[config.mk]
export PLATFORM = sky130hd
export DESIGN_NAME = sample_status_flags
export DESIGN_NICKNAME = d
export VERILOG_FILES = /design/src/sample_status_pkg.sv /design/src/flag_if.sv /design/src/sample_flag_bank.sv /design/src/sample_status_flags.sv
export SDC_FILE = /design/constraint.sdc
export NUM_CORES = 1
export LEC_CHECK = 0
export BUFFER_PORTS_ARGS = -buffer_cell sky130_fd_sc_hd__buf_4
export CORE_MARGIN = 5
export CORE_UTILIZATION = 47
export DETAILED_ROUTE_END_ITERATION = 12
export HOLD_SLACK_MARGIN = 0.03
export PLACE_DENSITY = 0.81
export RECOVER_POWER = 25
export SYNTH_ARGS = -nofsm -noshare
export SYNTH_HDL_FRONTEND = slang
export SYNTH_HIERARCHICAL = 1
export SYNTH_SLANG_ARGS = --single-unit
[constraint.sdc]
create_clock -name i_clk_sys -period 2.8 [get_ports i_clk_sys]
set_clock_uncertainty 0.15 [all_clocks]
set_input_delay 0.28 -clock i_clk_sys [delete_from_list [all_inputs] [get_ports i_clk_sys]]
set_output_delay 0.28 -clock i_clk_sys [all_outputs]
set_load 0.005 [all_outputs]
[src/sample_status_pkg.sv]
`default_nettype none
package sample_status_pkg;

  // ************************************************************
  // register addresses
  // ************************************************************
  localparam logic [7:0] ADDR_STATUS_ALIAS  = 8'h00;
  localparam logic [7:0] ADDR_P_HIGH        = 8'h01;
  localparam logic [7:0] ADDR_P_MID         = 8'h02;
  localparam logic [7:0] ADDR_P_LOW         = 8'h03;
  localparam logic [7:0] ADDR_T_HIGH        = 8'h04;
  localparam logic [7:0] ADDR_T_LOW         = 8'h05;
  localparam logic [7:0] ADDR_SAMPLE_STATUS = 8'h06;
  localparam logic [7:0] ADDR_FIFO_STATUS   = 8'h0d;
  localparam logic [7:0] ADDR_FIFO_DATA     = 8'h0e;
  localparam logic [7:0] ADDR_MAP_LAST      = 8'h2d;
  localparam logic [7:0] ADDR_MAP_WRAP      = 8'h0c;

  // ************************************************************
  // sample status field positions
  // ************************************************************
  localparam int BIT_COMBINED_OW = 7;
  localparam int BIT_PRESSURE_OW = 6;
  localparam int BIT_TEMP_OW     = 5;
  localparam int BIT_COMBINED_RDY = 3;
  localparam int BIT_PRESSURE_RDY = 2;
  localparam int BIT_TEMP_RDY     = 1;

  localparam logic [7:0] SAMPLE_STATUS_RESET = 8'h00;
  localparam logic [7:0] SAMPLE_STATUS_MASK  = 8'hee;
  localparam logic [7:0] ADDR_RESET          = 8'h00;
  localparam logic [7:0] RD_DATA_RESET       = 8'h00;
  localparam logic [3:0] LOW_NIBBLE_ZERO     = 4'h0;

  // ************************************************************
  // fifo mode field decode
  // ************************************************************
  typedef enum logic [1:0] {
    fifo_off,
    fifo_circular,
    fifo_stop_full,
    fifo_reserved
  } fifo_mode_e;

endpackage : sample_status_pkg
`default_nettype wire

[src/flag_if.sv]
`timescale 1ns/1ps
`default_nettype none
interface flag_if;
  logic [7:0] set_vec;
  logic [7:0] clr_vec;
  logic [7:0] flags;

  modport ctrl (output set_vec, output clr_vec, input flags);
  modport core (input set_vec, input clr_vec, output flags);
endinterface : flag_if
`default_nettype wire

[src/sample_flag_bank.sv]
`timescale 1ns/1ps
`default_nettype none
module sample_flag_bank (
  input  wire logic i_clk_sys,
  input  wire logic i_srst,
  flag_if.core      fl
);

  logic [7:0] flags_reg;
  logic [7:0] flags_next;

  // ************************************************************
  // sticky flags, one cell per bit
  // ************************************************************
  genvar gi;
  generate
    for (gi = 0; gi < 8; gi++) begin : g_flag
      // reserved bits never set, so they read as zero
      always_comb begin
        if (!sample_status_pkg::SAMPLE_STATUS_MASK[gi]) begin
          flags_next[gi] = 1'b0;
        end else if (fl.set_vec[gi]) begin
          flags_next[gi] = 1'b1;
        end else if (fl.clr_vec[gi]) begin
          flags_next[gi] = 1'b0;
        end else begin
          flags_next[gi] = flags_reg[gi];
        end
      end
    end
  endgenerate

  always_ff @(posedge i_clk_sys) begin
    if (i_srst) begin
      flags_reg <= sample_status_pkg::SAMPLE_STATUS_RESET;
    end else begin
      flags_reg <= flags_next;
    end
  end

  assign fl.flags = flags_reg;

endmodule : sample_flag_bank
`default_nettype wire

[src/sample_status_flags.sv]
`timescale 1ns/1ps
`default_nettype none
// Behaviour
// - fifo mode 00: address 00h reads the sample status register at 06h.
// - fifo mode nonzero: address 00h reads the fifo status at 0dh.
// - status alias lets a burst continue into data with auto address increment.
// - sample status: 8 bit read-only, reset zero, bits 7,6,5,3,2,1 flags.
// - flags track real-time updates of pressure and temperature outputs per sample.
// - combined overwrite sets when new result overwrites unretrieved previous set.
// - combined overwrite clears on p/t high byte read, or fifo data read.
// - pressure overwrite sets when pressure completes before previous was retrieved.
// - pressure overwrite clears on pressure high byte read, or fifo data read.
// - temperature overwrite sets when temperature completes before previous retrieved.
// - temperature overwrite clears on temperature high read, or fifo data read.
// - combined ready sets whenever a new pressure or temperature result arrives.
// - combined ready clears on either high byte read, or fifo data read.
// - pressure ready sets each time a pressure acquisition completes.
// - pressure ready clears on pressure high byte read, or fifo data read.
// - temperature ready sets each time a temperature acquisition completes.
// - temperature ready clears on temperature high read, or fifo data read.
// - combined flags generated only while data ready event generator enabled.
// - pressure flags generated only while pressure event enable is 1.
// - temperature flags generated only while temperature event enable is 1.
// - fifo mode 00 disables fifo data port; data registers carry real-time status.
// - fifo mode decodes 00 off, 01 circular, 10 stop when full.
// - fifo off: pressure high byte at 01h, temperature high byte at 04h.
module sample_status_flags (
  input  wire logic        i_clk_sys,
  input  wire logic        i_srst,
  input  wire logic        i_addr_load,
  input  wire logic [7:0]  i_addr_value,
  input  wire logic        i_rd_req,
  output var  logic [7:0]  o_rd_data,
  output var  logic        o_rd_valid,
  output var  logic [7:0]  o_addr,
  output logic             o_fifo_pop,
  input  wire logic        i_p_done,
  input  wire logic        i_t_done,
  input  wire logic [19:0] i_p_sample,
  input  wire logic [11:0] i_t_sample,
  input  wire logic [1:0]  i_fifo_mode,
  input  wire logic        i_data_ready_event_gen,
  input  wire logic        i_pressure_event_enable,
  input  wire logic        i_temperature_event_enable,
  input  wire logic [7:0]  i_fifo_status,
  input  wire logic [7:0]  i_fifo_byte,
  input  wire logic [7:0]  i_other_rd_data,
  output var  logic [7:0]  o_sample_status
);

  // ************************************************************
  // mode decode and access address
  // ************************************************************
  sample_status_pkg::fifo_mode_e fifo_mode;
  logic                          fifo_on;
  logic [7:0]                    acc_addr;
  logic                          rd_p_high;
  logic                          rd_t_high;
  logic                          rd_fifo_data;

  always_comb begin
    fifo_mode = sample_status_pkg::fifo_mode_e'(i_fifo_mode);
    // circular, stop-when-full and the unused code all count as fifo on
    fifo_on   = (fifo_mode != sample_status_pkg::fifo_off);
  end

  // a pointer load in the same cycle as a read redirects that read
  assign acc_addr = i_addr_load ? i_addr_value : o_addr;

  always_comb begin
    rd_p_high    = 1'b0;
    rd_t_high    = 1'b0;
    rd_fifo_data = 1'b0;
    if (i_rd_req) begin
      if (!fifo_on) begin
        rd_p_high = (acc_addr == sample_status_pkg::ADDR_P_HIGH);
        rd_t_high = (acc_addr == sample_status_pkg::ADDR_T_HIGH);
      end else begin
        // fifo data is reachable at its own address and at the root pointer
        rd_fifo_data = (acc_addr == sample_status_pkg::ADDR_P_HIGH) ||
                       (acc_addr == sample_status_pkg::ADDR_FIFO_DATA);
      end
    end
  end

  // data port is dead while the fifo is off
  assign o_fifo_pop = rd_fifo_data;

  // ************************************************************
  // flag set and clear vectors
  // ************************************************************
  flag_if fl ();

  logic [7:0] set_vec;
  logic [7:0] clr_vec;
  logic [7:0] cur;
  logic [1:0] ch_done;
  logic [1:0] ch_enable;
  logic [1:0] ch_hi_read;
  logic [7:0] ch_set_vec [2];
  logic [7:0] ch_clr_vec [2];

  assign cur        = fl.flags;
  // index 0 is the pressure channel, index 1 the temperature channel
  assign ch_done    = {i_t_done, i_p_done};
  assign ch_enable  = {i_temperature_event_enable, i_pressure_event_enable};
  assign ch_hi_read = {rd_t_high, rd_p_high};

  // ************************************************************
  // per channel ready and overwrite pair
  // ************************************************************
  genvar gc;
  generate
    for (gc = 0; gc < 2; gc++) begin : g_chan
      localparam int RDY_BIT = (gc == 0) ? sample_status_pkg::BIT_PRESSURE_RDY : sample_status_pkg::BIT_TEMP_RDY;
      localparam int OW_BIT  = (gc == 0) ? sample_status_pkg::BIT_PRESSURE_OW : sample_status_pkg::BIT_TEMP_OW;

      always_comb begin
        ch_set_vec[gc] = 8'h00;
        ch_clr_vec[gc] = 8'h00;
        if (ch_enable[gc] && ch_done[gc]) begin
          ch_set_vec[gc][RDY_BIT] = 1'b1;
          // overwrite means the previous result was still unread
          ch_set_vec[gc][OW_BIT] = cur[RDY_BIT];
        end
        // clears by high byte read, fifo off
        if (ch_hi_read[gc]) begin
          ch_clr_vec[gc][RDY_BIT] = 1'b1;
          ch_clr_vec[gc][OW_BIT]  = 1'b1;
        end
      end
    end
  endgenerate

  // ************************************************************
  // combined pair and fifo data clear
  // ************************************************************
  always_comb begin
    set_vec = ch_set_vec[0] | ch_set_vec[1];
    clr_vec = ch_clr_vec[0] | ch_clr_vec[1];

    // combined pair follows either sample
    if (i_data_ready_event_gen && (|ch_done)) begin
      set_vec[sample_status_pkg::BIT_COMBINED_RDY] = 1'b1;
      set_vec[sample_status_pkg::BIT_COMBINED_OW] =
        cur[sample_status_pkg::BIT_COMBINED_RDY];
    end

    if (|ch_hi_read) begin
      clr_vec[sample_status_pkg::BIT_COMBINED_RDY] = 1'b1;
      clr_vec[sample_status_pkg::BIT_COMBINED_OW]  = 1'b1;
    end

    // one fifo data read clears every flag not set in the same cycle
    if (rd_fifo_data) begin
      clr_vec = sample_status_pkg::SAMPLE_STATUS_MASK;
    end
  end

  assign fl.set_vec = set_vec;
  assign fl.clr_vec = clr_vec;

  sample_flag_bank u_flag_bank (
    .i_clk_sys (i_clk_sys),
    .i_srst    (i_srst),
    .fl        (fl.core)
  );

  assign o_sample_status = fl.flags;

  // ************************************************************
  // read data mux
  // ************************************************************
  logic [7:0] rd_mux;

  always_comb begin
    rd_mux = 8'h00;
    if (!fifo_on) begin
      case (acc_addr)
        sample_status_pkg::ADDR_STATUS_ALIAS: begin
          rd_mux = fl.flags;
        end
        sample_status_pkg::ADDR_P_HIGH: begin
          rd_mux = i_p_sample[19:12];
        end
        sample_status_pkg::ADDR_P_MID: begin
          rd_mux = i_p_sample[11:4];
        end
        sample_status_pkg::ADDR_P_LOW: begin
          rd_mux = {i_p_sample[3:0], sample_status_pkg::LOW_NIBBLE_ZERO};
        end
        sample_status_pkg::ADDR_T_HIGH: begin
          rd_mux = i_t_sample[11:4];
        end
        sample_status_pkg::ADDR_T_LOW: begin
          rd_mux = {i_t_sample[3:0], sample_status_pkg::LOW_NIBBLE_ZERO};
        end
        sample_status_pkg::ADDR_SAMPLE_STATUS: begin
          rd_mux = fl.flags;
        end
        sample_status_pkg::ADDR_FIFO_STATUS: begin
          rd_mux = i_fifo_status;
        end
        // disabled data port reads as zero
        sample_status_pkg::ADDR_FIFO_DATA: begin
          rd_mux = 8'h00;
        end
        default: begin
          rd_mux = i_other_rd_data;
        end
      endcase
    end else begin
      case (acc_addr)
        sample_status_pkg::ADDR_STATUS_ALIAS: begin
          rd_mux = i_fifo_status;
        end
        sample_status_pkg::ADDR_P_HIGH: begin
          rd_mux = i_fifo_byte;
        end
        sample_status_pkg::ADDR_P_MID: begin
          rd_mux = 8'h00;
        end
        sample_status_pkg::ADDR_P_LOW: begin
          rd_mux = 8'h00;
        end
        sample_status_pkg::ADDR_T_HIGH: begin
          rd_mux = 8'h00;
        end
        sample_status_pkg::ADDR_T_LOW: begin
          rd_mux = 8'h00;
        end
        sample_status_pkg::ADDR_SAMPLE_STATUS: begin
          rd_mux = fl.flags;
        end
        sample_status_pkg::ADDR_FIFO_STATUS: begin
          rd_mux = i_fifo_status;
        end
        sample_status_pkg::ADDR_FIFO_DATA: begin
          rd_mux = i_fifo_byte;
        end
        default: begin
          rd_mux = i_other_rd_data;
        end
      endcase
    end
  end

  // ************************************************************
  // register pointer auto increment
  // ************************************************************
  logic [7:0] addr_inc;

  always_comb begin
    addr_inc = acc_addr + 8'h01;
    if (acc_addr == sample_status_pkg::ADDR_T_LOW) begin
      // status and samples form one six byte loop
      addr_inc = sample_status_pkg::ADDR_STATUS_ALIAS;
    end else if (fifo_on && acc_addr == sample_status_pkg::ADDR_P_HIGH) begin
      // the fifo root pointer stays put so a burst drains the fifo
      addr_inc = sample_status_pkg::ADDR_P_HIGH;
    end else if (acc_addr == sample_status_pkg::ADDR_MAP_LAST) begin
      addr_inc = sample_status_pkg::ADDR_MAP_WRAP;
    end
  end

  // ************************************************************
  // read port registers
  // ************************************************************
  logic [7:0] addr_reg;
  logic [7:0] addr_next;
  logic [7:0] rd_data_reg;
  logic [7:0] rd_data_next;
  logic       rd_valid_reg;
  logic       rd_valid_next;

  always_comb begin
    addr_next     = addr_reg;
    rd_data_next  = rd_data_reg;
    rd_valid_next = 1'b0;
    if (i_rd_req) begin
      addr_next     = addr_inc;
      rd_data_next  = rd_mux;
      rd_valid_next = 1'b1;
    end else if (i_addr_load) begin
      addr_next = i_addr_value;
    end
  end

  always_ff @(posedge i_clk_sys) begin
    if (i_srst) begin
      addr_reg     <= sample_status_pkg::ADDR_RESET;
      rd_data_reg  <= sample_status_pkg::RD_DATA_RESET;
      rd_valid_reg <= 1'b0;
    end else begin
      addr_reg     <= addr_next;
      rd_data_reg  <= rd_data_next;
      rd_valid_reg <= rd_valid_next;
    end
  end

  assign o_addr     = addr_reg;
  assign o_rd_data  = rd_data_reg;
  assign o_rd_valid = rd_valid_reg;

endmodule : sample_status_flags
`default_nettype wire

==> flow_summary_export.csv, run 1 <==
group,metric,value,unit
power_and_ir_drop,seqPwrFrac,37.8,%
timing,max_slew_margin,5.854,%
critical_path,r2r_start,"o_addr[0]",
routing,route.detailed.wl_per_inst,18.40,um
floorplanning,start_util,48.86,%
clocking,clock_latency,280,ps
global_routing,first_global_vias,2423,
floorplanning,dieArea,6008,um^2
layout,area_growth,37.38,%
clocking,post_cts_buffers,0,
timing,finalCriticalPeriod,2629,ps
layout,final_nets,431,
timing,fin_tns_setup,0,ps
clocking,cts.path.max_buffers,2,
power_and_ir_drop,pwr-share-comb,39.8,%
place,gp_congestion,0.9041,
clocking,cts_tree,"built",
timing,setup_viol,0,
layout,drive_gt1_share,38.18,%
critical_path,cp_data_arrival_time,2570,ps
routing,first_pass_iters,5,
clocking,cts_root_buf,"clkbuf_8",
critical_path,required,2740,ps
yosys,synthCells,261,
worst_hold_path,hold_class,"in -> reg",
routing,routed_wl,7416,um
routing,drc,0,
clocking,cts_sinks,23,
layout,final_cell_mix,"buf_4 (93), dfxtp_1 (23), nand2_1 (21), a21oi_1 (20), nor2_1 (19)",
layout,num_antenna_cells,0,
timing,rsz0062_at_grt,"no",
flow_run,drv_cap,0,
place,dp_hpwl,5952,um
critical_path,criticalPathCategory,"reg -> reg",
critical_path,end_kind,"flip-flop",
clocking,cts_buffers,3,
status,outcome,"finished clean",
floorplanning,coreArea,4384,um^2
critical_path,crit_path_start,"o_addr[0]",
global_routing,grt_max_degree,34,
power_and_ir_drop,p_leak,1.286,nW
yosys,yosys_warnings,6,
clocking,htreeDepth,1,
yosys,synth_area,2142,um^2
timing,worst-slew-pin-transition,1412,ps
place,place_inst,399,
timing,period_share,93.90,%
clocking,clk_pin_slew,100,ps
timing,hold_viol,0,
global_routing,grt_first_pass_wirelength,11650,um
worst_hold_path,worstHoldStart,"i_other_rd_data[6]",
timing,max_freq,380.3,MHz
global_routing,grt.total_usage,23.26,%
timing,slew_violations,0,
timing,holdWs,121.5,ps
critical_path,rr_worst_depth,10,
floorplanning,num_io_pins,101,
floorplanning,die_x,77.51,um
layout,final_util,67.12,%
yosys,synth.avg_cell_area,8.207,um^2
power_and_ir_drop,clockPowerShare,22.4,%
critical_path,r2r-end,"o_rd_data[7]",
routing,drt_first_iter_violations,249,
layout,layout_commonest_cell,"buf_4",
place,port_buffers,98,
layout,final_cells,403,
floorplanning,num_rows,24,
power_and_ir_drop,swShare,34.40,%
worst_hold_path,hold_path_end,"o_rd_data[6]",
power_and_ir_drop,peakVddDrop,0.0001740,V
power_and_ir_drop,p_switching,0.0003411,W
global_routing,antenna_found_initial,0,
critical_path,rrSetupSlack,170,ps
power_and_ir_drop,powerDensity,336.9,nW/um^2
routing,via_per_inst,6.203,
critical_path,critPathMaxFanout,11,
floorplanning,die_height,77.51,um
worst_hold_path,hold_depth,3,
routing,ant_nets,0,
critical_path,startpoint_type,"flip-flop",
global_routing,overflow,0,
power_and_ir_drop,p_int,0.0006505,W
routing,vias,2500,
==> worst max-delay path by stage <==
stage,cells past startpoint,to
2_1_floorplan,12,o_rd_data[2]
3_3_place_gp,10,u_flag_bank/fl.flags[7]
3_5_place_dp,10,o_rd_data[3]
4_1_cts,8,o_fifo_pop
5_1_grt,9,o_rd_data[3]
6_report,10,o_rd_data[7]
==> final cells by class <==
class	count	area (um^2)
clock inverters	1	5.005
multi-input cells	211	1560
well taps	52	65.06
fillers	389	1441
repair buffers	104	777.0
inverters	9	33.78
flip-flops and latches	23	460.4
clock buffers	3	41.29
==> metal layers <==
metal | global-route usage, % | vias to the layer above | wire length (um)
li1 | - | 1186 | -
met1 | 30.92 | 1130 | 2944
met2 | 37.54 | 164 | 3513
met3 | 4.861 | 20 | 817
met4 | 7.560 | 0 | 140
met5 | 0 | - | 0
==> worst max-delay path, stage by stage (launching register included) <==
cell	delay, ps
dfxtp_1	320
nor2b_1	140
a21oi_1	230
inv_1	140
ha_2	280
buf_4	180
a222oi_1	340
o22a_1	220
a21oi_1	70
o2bb2ai_1	250
a311oi_1	120
==> through the flow <==
stage	worst slack [ps]	instance area (um^2)	total power (W)
after global placement	255.6	2898	0.0007645
final	170.7	2943	0.0009915
after CTS	77.85	2944	0.0009864
after global routing	35.67	2943	0.001040
after detailed placement	80.53	2898	0.0007712
after floorplan	179.1	2146	0.0005933
==> repair_timing <==
item,4_1_cts,5_1_grt
gates resized for setup,0,1
setup endpoints to repair,0,10
hold buffers,0,0
==> power groups by stage <==
stage / Sequential (W) / Clock, W / Combinational, W
after global placement: 0.000382 / 0 / 0.000383
after floorplan: 0.000380 / 0 / 0.000213
after detailed placement: 0.000382 / 0 / 0.000389
final: 0.000375 / 0.000222 / 0.000395
after global routing: 0.000378 / 0.000233 / 0.000428
after CTS: 0.000374 / 0.000221 / 0.000391
No activity file was read; power rests on OpenSTA's default activity.
==> inputs of run 2 (changes only) <==
ABC_AREA = 1   (was not set)
CORE_UTILIZATION = 49   (was 47)
==> run 2 against run 1 <==
- critical path depth up 2
- largest power group is now registers
- synthesized cell count increased by 61%
- largest cell class unchanged
- cell count grew 45%
- critical endpoint is now o_fifo_pop
- wire length is 6.0% higher
- utilization increased by 1.2 points
- final area increased by 10%
- worst setup slack better by 70 ps
==> flow_summary_export.csv, run 2 <==
group,metric,value,unit
critical_path,worst_path_largest_cell_delay,280,ps
critical_path,cp_cell_sequence,"buf_4 -> inv_2 -> buf_4 -> nand2_1 -> nand2_1 -> inv_1 -> ha_1 -> nand3_2 -> nand2_2 -> nand2_2 -> nor3_1 -> buf_4",
floorplanning,coreArea,4755,um^2
critical_path,critPathTopFamily,"simple AND/OR/NAND/NOR gates",
power_and_ir_drop,p_switching,0.0003263,W
critical_path,worst-path-buf-inv,5,
clocking,clk_pin_slew,90,ps
layout,design_area,3249,um^2
clocking,cts_buffers,3,
timing,hold_viol,0,
routing,drc,0,
floorplanning,start_util,51.08,%
global_routing,overflow,0,
power_and_ir_drop,p_leak,1.853,nW
power_and_ir_drop,peakVddDrop,0.0002183,V
clocking,htreeDepth,1,
routing,vias,2909,
global_routing,grt_max_degree,28,
floorplanning,num_rows,25,
timing,rsz0062_at_grt,"no",
timing,fin_ws,241.0,ps
routing,first_pass_iters,5,
yosys,synthCells,420,
yosys,synth.avg_cell_area,5.782,um^2
clocking,cts_sinks,23,
critical_path,criticalPathCategory,"in -> out",
critical_path,cp_common_cell,"buf_4",
routing,via_per_inst,4.981,
place,dp_hpwl,6369,um
power_and_ir_drop,p_int,0.0006206,W
power_and_ir_drop,seqPwrFrac,38.8,%
timing,slew_violations,0,
place,postPlaceCellArea,3208,um^2
floorplanning,num_io_pins,101,
global_routing,antenna_found_initial,0,
power_and_ir_drop,swShare,34.46,%
layout,final_cell_mix,"nand2_1 (130), buf_4 (93), inv_1 (63), nand3_1 (60), nor2_1 (41)",
clocking,clock_latency,280,ps
critical_path,required,2370,ps
global_routing,grt.total_usage,24.38,%
critical_path,end_kind,"output port",
timing,max_slew_margin,34.67,%
floorplanning,die_x,80.40,um
timing,max_freq,390.8,MHz
timing,finalCriticalPeriod,2559,ps
layout,multi_input_area,1635,um^2
layout,layout_commonest_cell,"nand2_1",
critical_path,cp_data_arrival_time,2130,ps
layout,nFillCells,465,
clocking,cts_tree,"built",
critical_path,slowest_stage,"nor3_1",
flow_run,drv_cap,0,
timing,fin_tns_setup,0,ps
worst_hold_path,hold_depth,2,
floorplanning,dieArea,6464,um^2
clocking,cts-resized-gates,0,
timing,worst-slew-pin-transition,979.9,ps
timing,period_share,91.39,%
clocking,hold_buffers,0,
critical_path,critPathMaxFanout,14,
place,port_buffers,98,
clocking,cts.path.max_buffers,2,
layout,ff_latch_area,460.4,um^2
layout,final_nets,597,
power_and_ir_drop,powerDensity,291.4,nW/um^2
critical_path,startpoint_type,"input port",
routing,drt_first_iter_violations,183,
layout,final_util,68.34,%
routing,routed_wl,7863,um
place,gp_congestion,0.9600,
status,outcome,"finished clean",
layout,drive_gt1_share,29.79,%
critical_path,cp.depth,12,
layout,area_growth,33.80,%
power_and_ir_drop,pwr-share-comb,37.8,%
routing,route.detailed.wl_per_inst,13.46,um
routing,ant_nets,0,
yosys,yosys_warnings,6,
floorplanning,die_height,80.40,um
clocking,cts_root_buf,"clkbuf_8",
power_and_ir_drop,clockPowerShare,23.4,%
global_routing,grt_first_pass_wirelength,12460,um
layout,num_antenna_cells,0,
global_routing,first_global_vias,2665,
place,dp_slack,205.7,ps
yosys,synth_area,2429,um^2
timing,setup_viol,0,
worst_hold_path,hold_class,"in -> reg",
clocking,post_cts_buffers,0,
critical_path,rr_worst_depth,15,
[run 2: per-layer routing]
metal	vias up	part of all wire, %	global-route usage (%)
met3	9	9.4	2.915
met5	-	0	0
met1	1278	44	32.61
met2	123	46	41.64
li1	1499	-	-
met4	0	1.0	5.405
[run 2: per-stage QoR]
| stage | cells | hold WS [ps] | power, W |
|---|---|---|---|
| floorplan | 421 | 199.1 | 0.0005706 |
| global placement | 580 | 337.1 | 0.0007304 |
| detailed placement | 580 | 344.2 | 0.0007325 |
| CTS | 584 | 205.2 | 0.0009502 |
| global route | 584 | 216.7 | 0.001002 |
| finish | 584 | 193.4 | 0.0009469 |
[run 2: final cells by class]
type,count,area share (%)
inverters,66,7.624
clock buffers,4,1.386
multi-input cells,320,50.33
well taps,67,2.580
flip-flops and latches,23,14.17
repair buffers,104,23.91
[run 2: path summary, 6_finish.rpt]
check	startpoint	to	slack (ps)
max reg2reg	o_addr[0]	o_rd_data[6]	550
max	i_addr_load	o_fifo_pop	240
min reg2reg	u_flag_bank/fl.flags[1]	u_flag_bank/fl.flags[1]	370
min	i_srst	u_flag_bank/fl.flags[6]	190
[run 2: worst reg2reg max path: stages (launching register included)]
cell and delay (ps):
dfxtp_1 330, o21ai_0 240, inv_1 90, ha_1 250
nand3_2 110, inv_1 60, nand2_1 90, inv_1 160
nand2_1 100, nand3_1 70, nor2_1 170, nand2_1 80
nand2_1 60, nand3_1 60, nand2_1 90, inv_1 40
[run 2: power groups by stage]
stage,clock (W),combinational (W),sequential (W)
floorplan,0,0.000196,0.000375
global placement,0,0.000355,0.000375
detailed placement,0,0.000357,0.000375
CTS,0.000223,0.000359,0.000368
global route,0.000235,0.000397,0.000371
finish,0.000221,0.000358,0.000368
==> inputs of run 3 (changes only) <==
CELL_PAD_IN_SITES_DETAIL_PLACEMENT = 1   (was not set)
CELL_PAD_IN_SITES_GLOBAL_PLACEMENT = 2   (was not set)
CORE_UTILIZATION = 23   (was 49)
PLACE_DENSITY = not set   (was 0.81)
PLACE_DENSITY_LB_ADDON = 0.1   (was not set)
==> run 3 against run 2 <==
- cell count up 12%
- utilization fell by 36 points
- sequential cell count did not move
- largest cell class unchanged
- final area up 3.3%
- wire length increased by 25%
- first-iteration DRC count shrank 27%
- total power is 1.2% higher
- clock power about the same
==> flow_summary_export.csv, run 3 (synthesis gave the netlist of run 2 again) <==
group,metric,value,unit
routing,ant_nets,0,
floorplanning,die_height,112.8,um
timing,slew_violations,0,
clocking,clk_pin_slew,90,ps
timing,fin_tns_setup,0,ps
timing,setup_viol,0,
timing,period_share,89.10,%
critical_path,cp_cell_sequence,"buf_4 -> inv_2 -> buf_4 -> nand2_1 -> nand2_1 -> inv_1 -> ha_1 -> nand3_2 -> nand2_2 -> nand2_2 -> nor3_1 -> buf_4 -> buf_4",
flow_run,drv_cap,0,
power_and_ir_drop,powerDensity,285.5,nW/um^2
place,gp_congestion,0.7975,
routing,first_pass_iters,4,
clocking,cts_tree,"built",
critical_path,slowest_stage,"ha_1",
layout,layout_commonest_cell,"nand2_1",
layout,final_util,32.53,%
floorplanning,start_util,23.52,%
clocking,cts-resized-gates,0,
timing,max_freq,400.8,MHz
status,outcome,"finished clean",
layout,final_nets,600,
routing,via_per_inst,4.329,
global_routing,grt.total_usage,15.58,%
place,place_inst,652,
clocking,hold_buffers,0,
critical_path,worst_path_largest_cell_delay,250,ps
routing,vias,2840,
global_routing,grt_max_degree,25,
clocking,htreeDepth,1,
routing,drt_first_iter_violations,133,
clocking,cts.path.max_buffers,2,
critical_path,end_kind,"output port",
layout,final_cell_mix,"nand2_1 (130), buf_4 (96), inv_1 (63), nand3_1 (60), nor2_1 (41)",
global_routing,grt_first_pass_wirelength,16300,um
layout,area_growth,38.28,%
clocking,post_cts_buffers,0,
routing,drc,0,
critical_path,cp_common_cell,"buf_4",
clocking,cts_buffers,3,
power_and_ir_drop,peakVddDrop,0.0001347,V
place,dp_hpwl,8147,um
critical_path,cp_data_arrival_time,2060,ps
worst_hold_path,hold_class,"in -> reg",
clocking,cts_sinks,23,
timing,hold_viol,0,
routing,routed_wl,9810,um
floorplanning,coreArea,10320,um^2
clocking,cts_root_buf,"clkbuf_8",
critical_path,required,2370,ps
layout,drive_gt1_share,30.19,%
global_routing,overflow,0,
layout,final_cells,656,
timing,worst-slew-pin-transition,1060,ps
clocking,clock_latency,270,ps
critical_path,critPathMaxFanout,10,
critical_path,criticalPathCategory,"in -> out",
global_routing,antenna_found_initial,0,
global_routing,first_global_vias,3139,
power_and_ir_drop,p_leak,1.869,nW
timing,rsz0062_at_grt,"no",
timing,finalCriticalPeriod,2495,ps
floorplanning,die_x,112.8,um
floorplanning,num_rows,37,
critical_path,startpoint_type,"input port",
place,port_buffers,98,
routing,route.detailed.wl_per_inst,14.95,um
layout,num_antenna_cells,0,
floorplanning,num_io_pins,101,
floorplanning,dieArea,12710,um^2
timing,max_slew_margin,29.32,%
==> run 3: cell types whose count changed in the layout (fill, tap and decap cells not counted) <==
cell and change:
buf_4 +3
==> run 3: worst max-delay path, delay by kind of cell <==
| family | cells | cell delay (ps) |
|---|---|---|
| buffers and inverters | 6 | 740 |
| adders and majority gates | 1 | 250 |
| and+or+nand+nor | 6 | 800 |
==> run 3: layout make-up <==
cell class	instances	area [um^2]
Fill cell	1380	6965
Multi-Input combinational cell	320	1635
Timing Repair Buffer	107	799.5
Sequential cell	23	460.4
Inverter	66	247.7
Tap cell	136	170.2
Clock buffer	4	45.04
==> run 3: power by group <==
group          switching, W  leakage (nW)  total (W)  internal [W]
registers         0.0000174         0.191   0.000369      0.000351
clock network      0.000122        0.0228   0.000224      0.000102
logic              0.000197          1.66   0.000366      0.000169
==> run 3: path summary, 6_finish.rpt <==
kind | from | endpoint | slack [ps] | cells past startpoint
max | i_addr_load | o_fifo_pop | 310 | 13
max reg2reg | o_addr[0] | o_rd_data[4] | 510 | 12
min reg2reg | u_flag_bank/fl.flags[1] | u_flag_bank/fl.flags[1] | 370 | 2
min | i_temperature_event_enable | u_flag_bank/fl.flags[1] | 210 | 5
==> run 3: per-stage QoR <==
stage                     worst slack (ps)  area [um^2]  hold WS [ps]  total power [W]
final                                305.1         3358         212.7        0.0009587
after floorplan                      419.6         2432         199.1        0.0005706
after detailed placement             236.6         3317         357.2        0.0007503
after CTS                            258.7         3362         206.9        0.0009879
after global routing                 59.64         3358         220.8         0.001038
after global placement               260.4         3317         351.0        0.0007469
==> run 3: routing by layer <==
layer	up-vias	routed length (um)	global-route usage, %
li1	1495	-	-
met1	1269	4941	22.28
met2	71	4235	24.92
met3	5	577	2.888
met4	0	55	2.163
met5	-	0	0
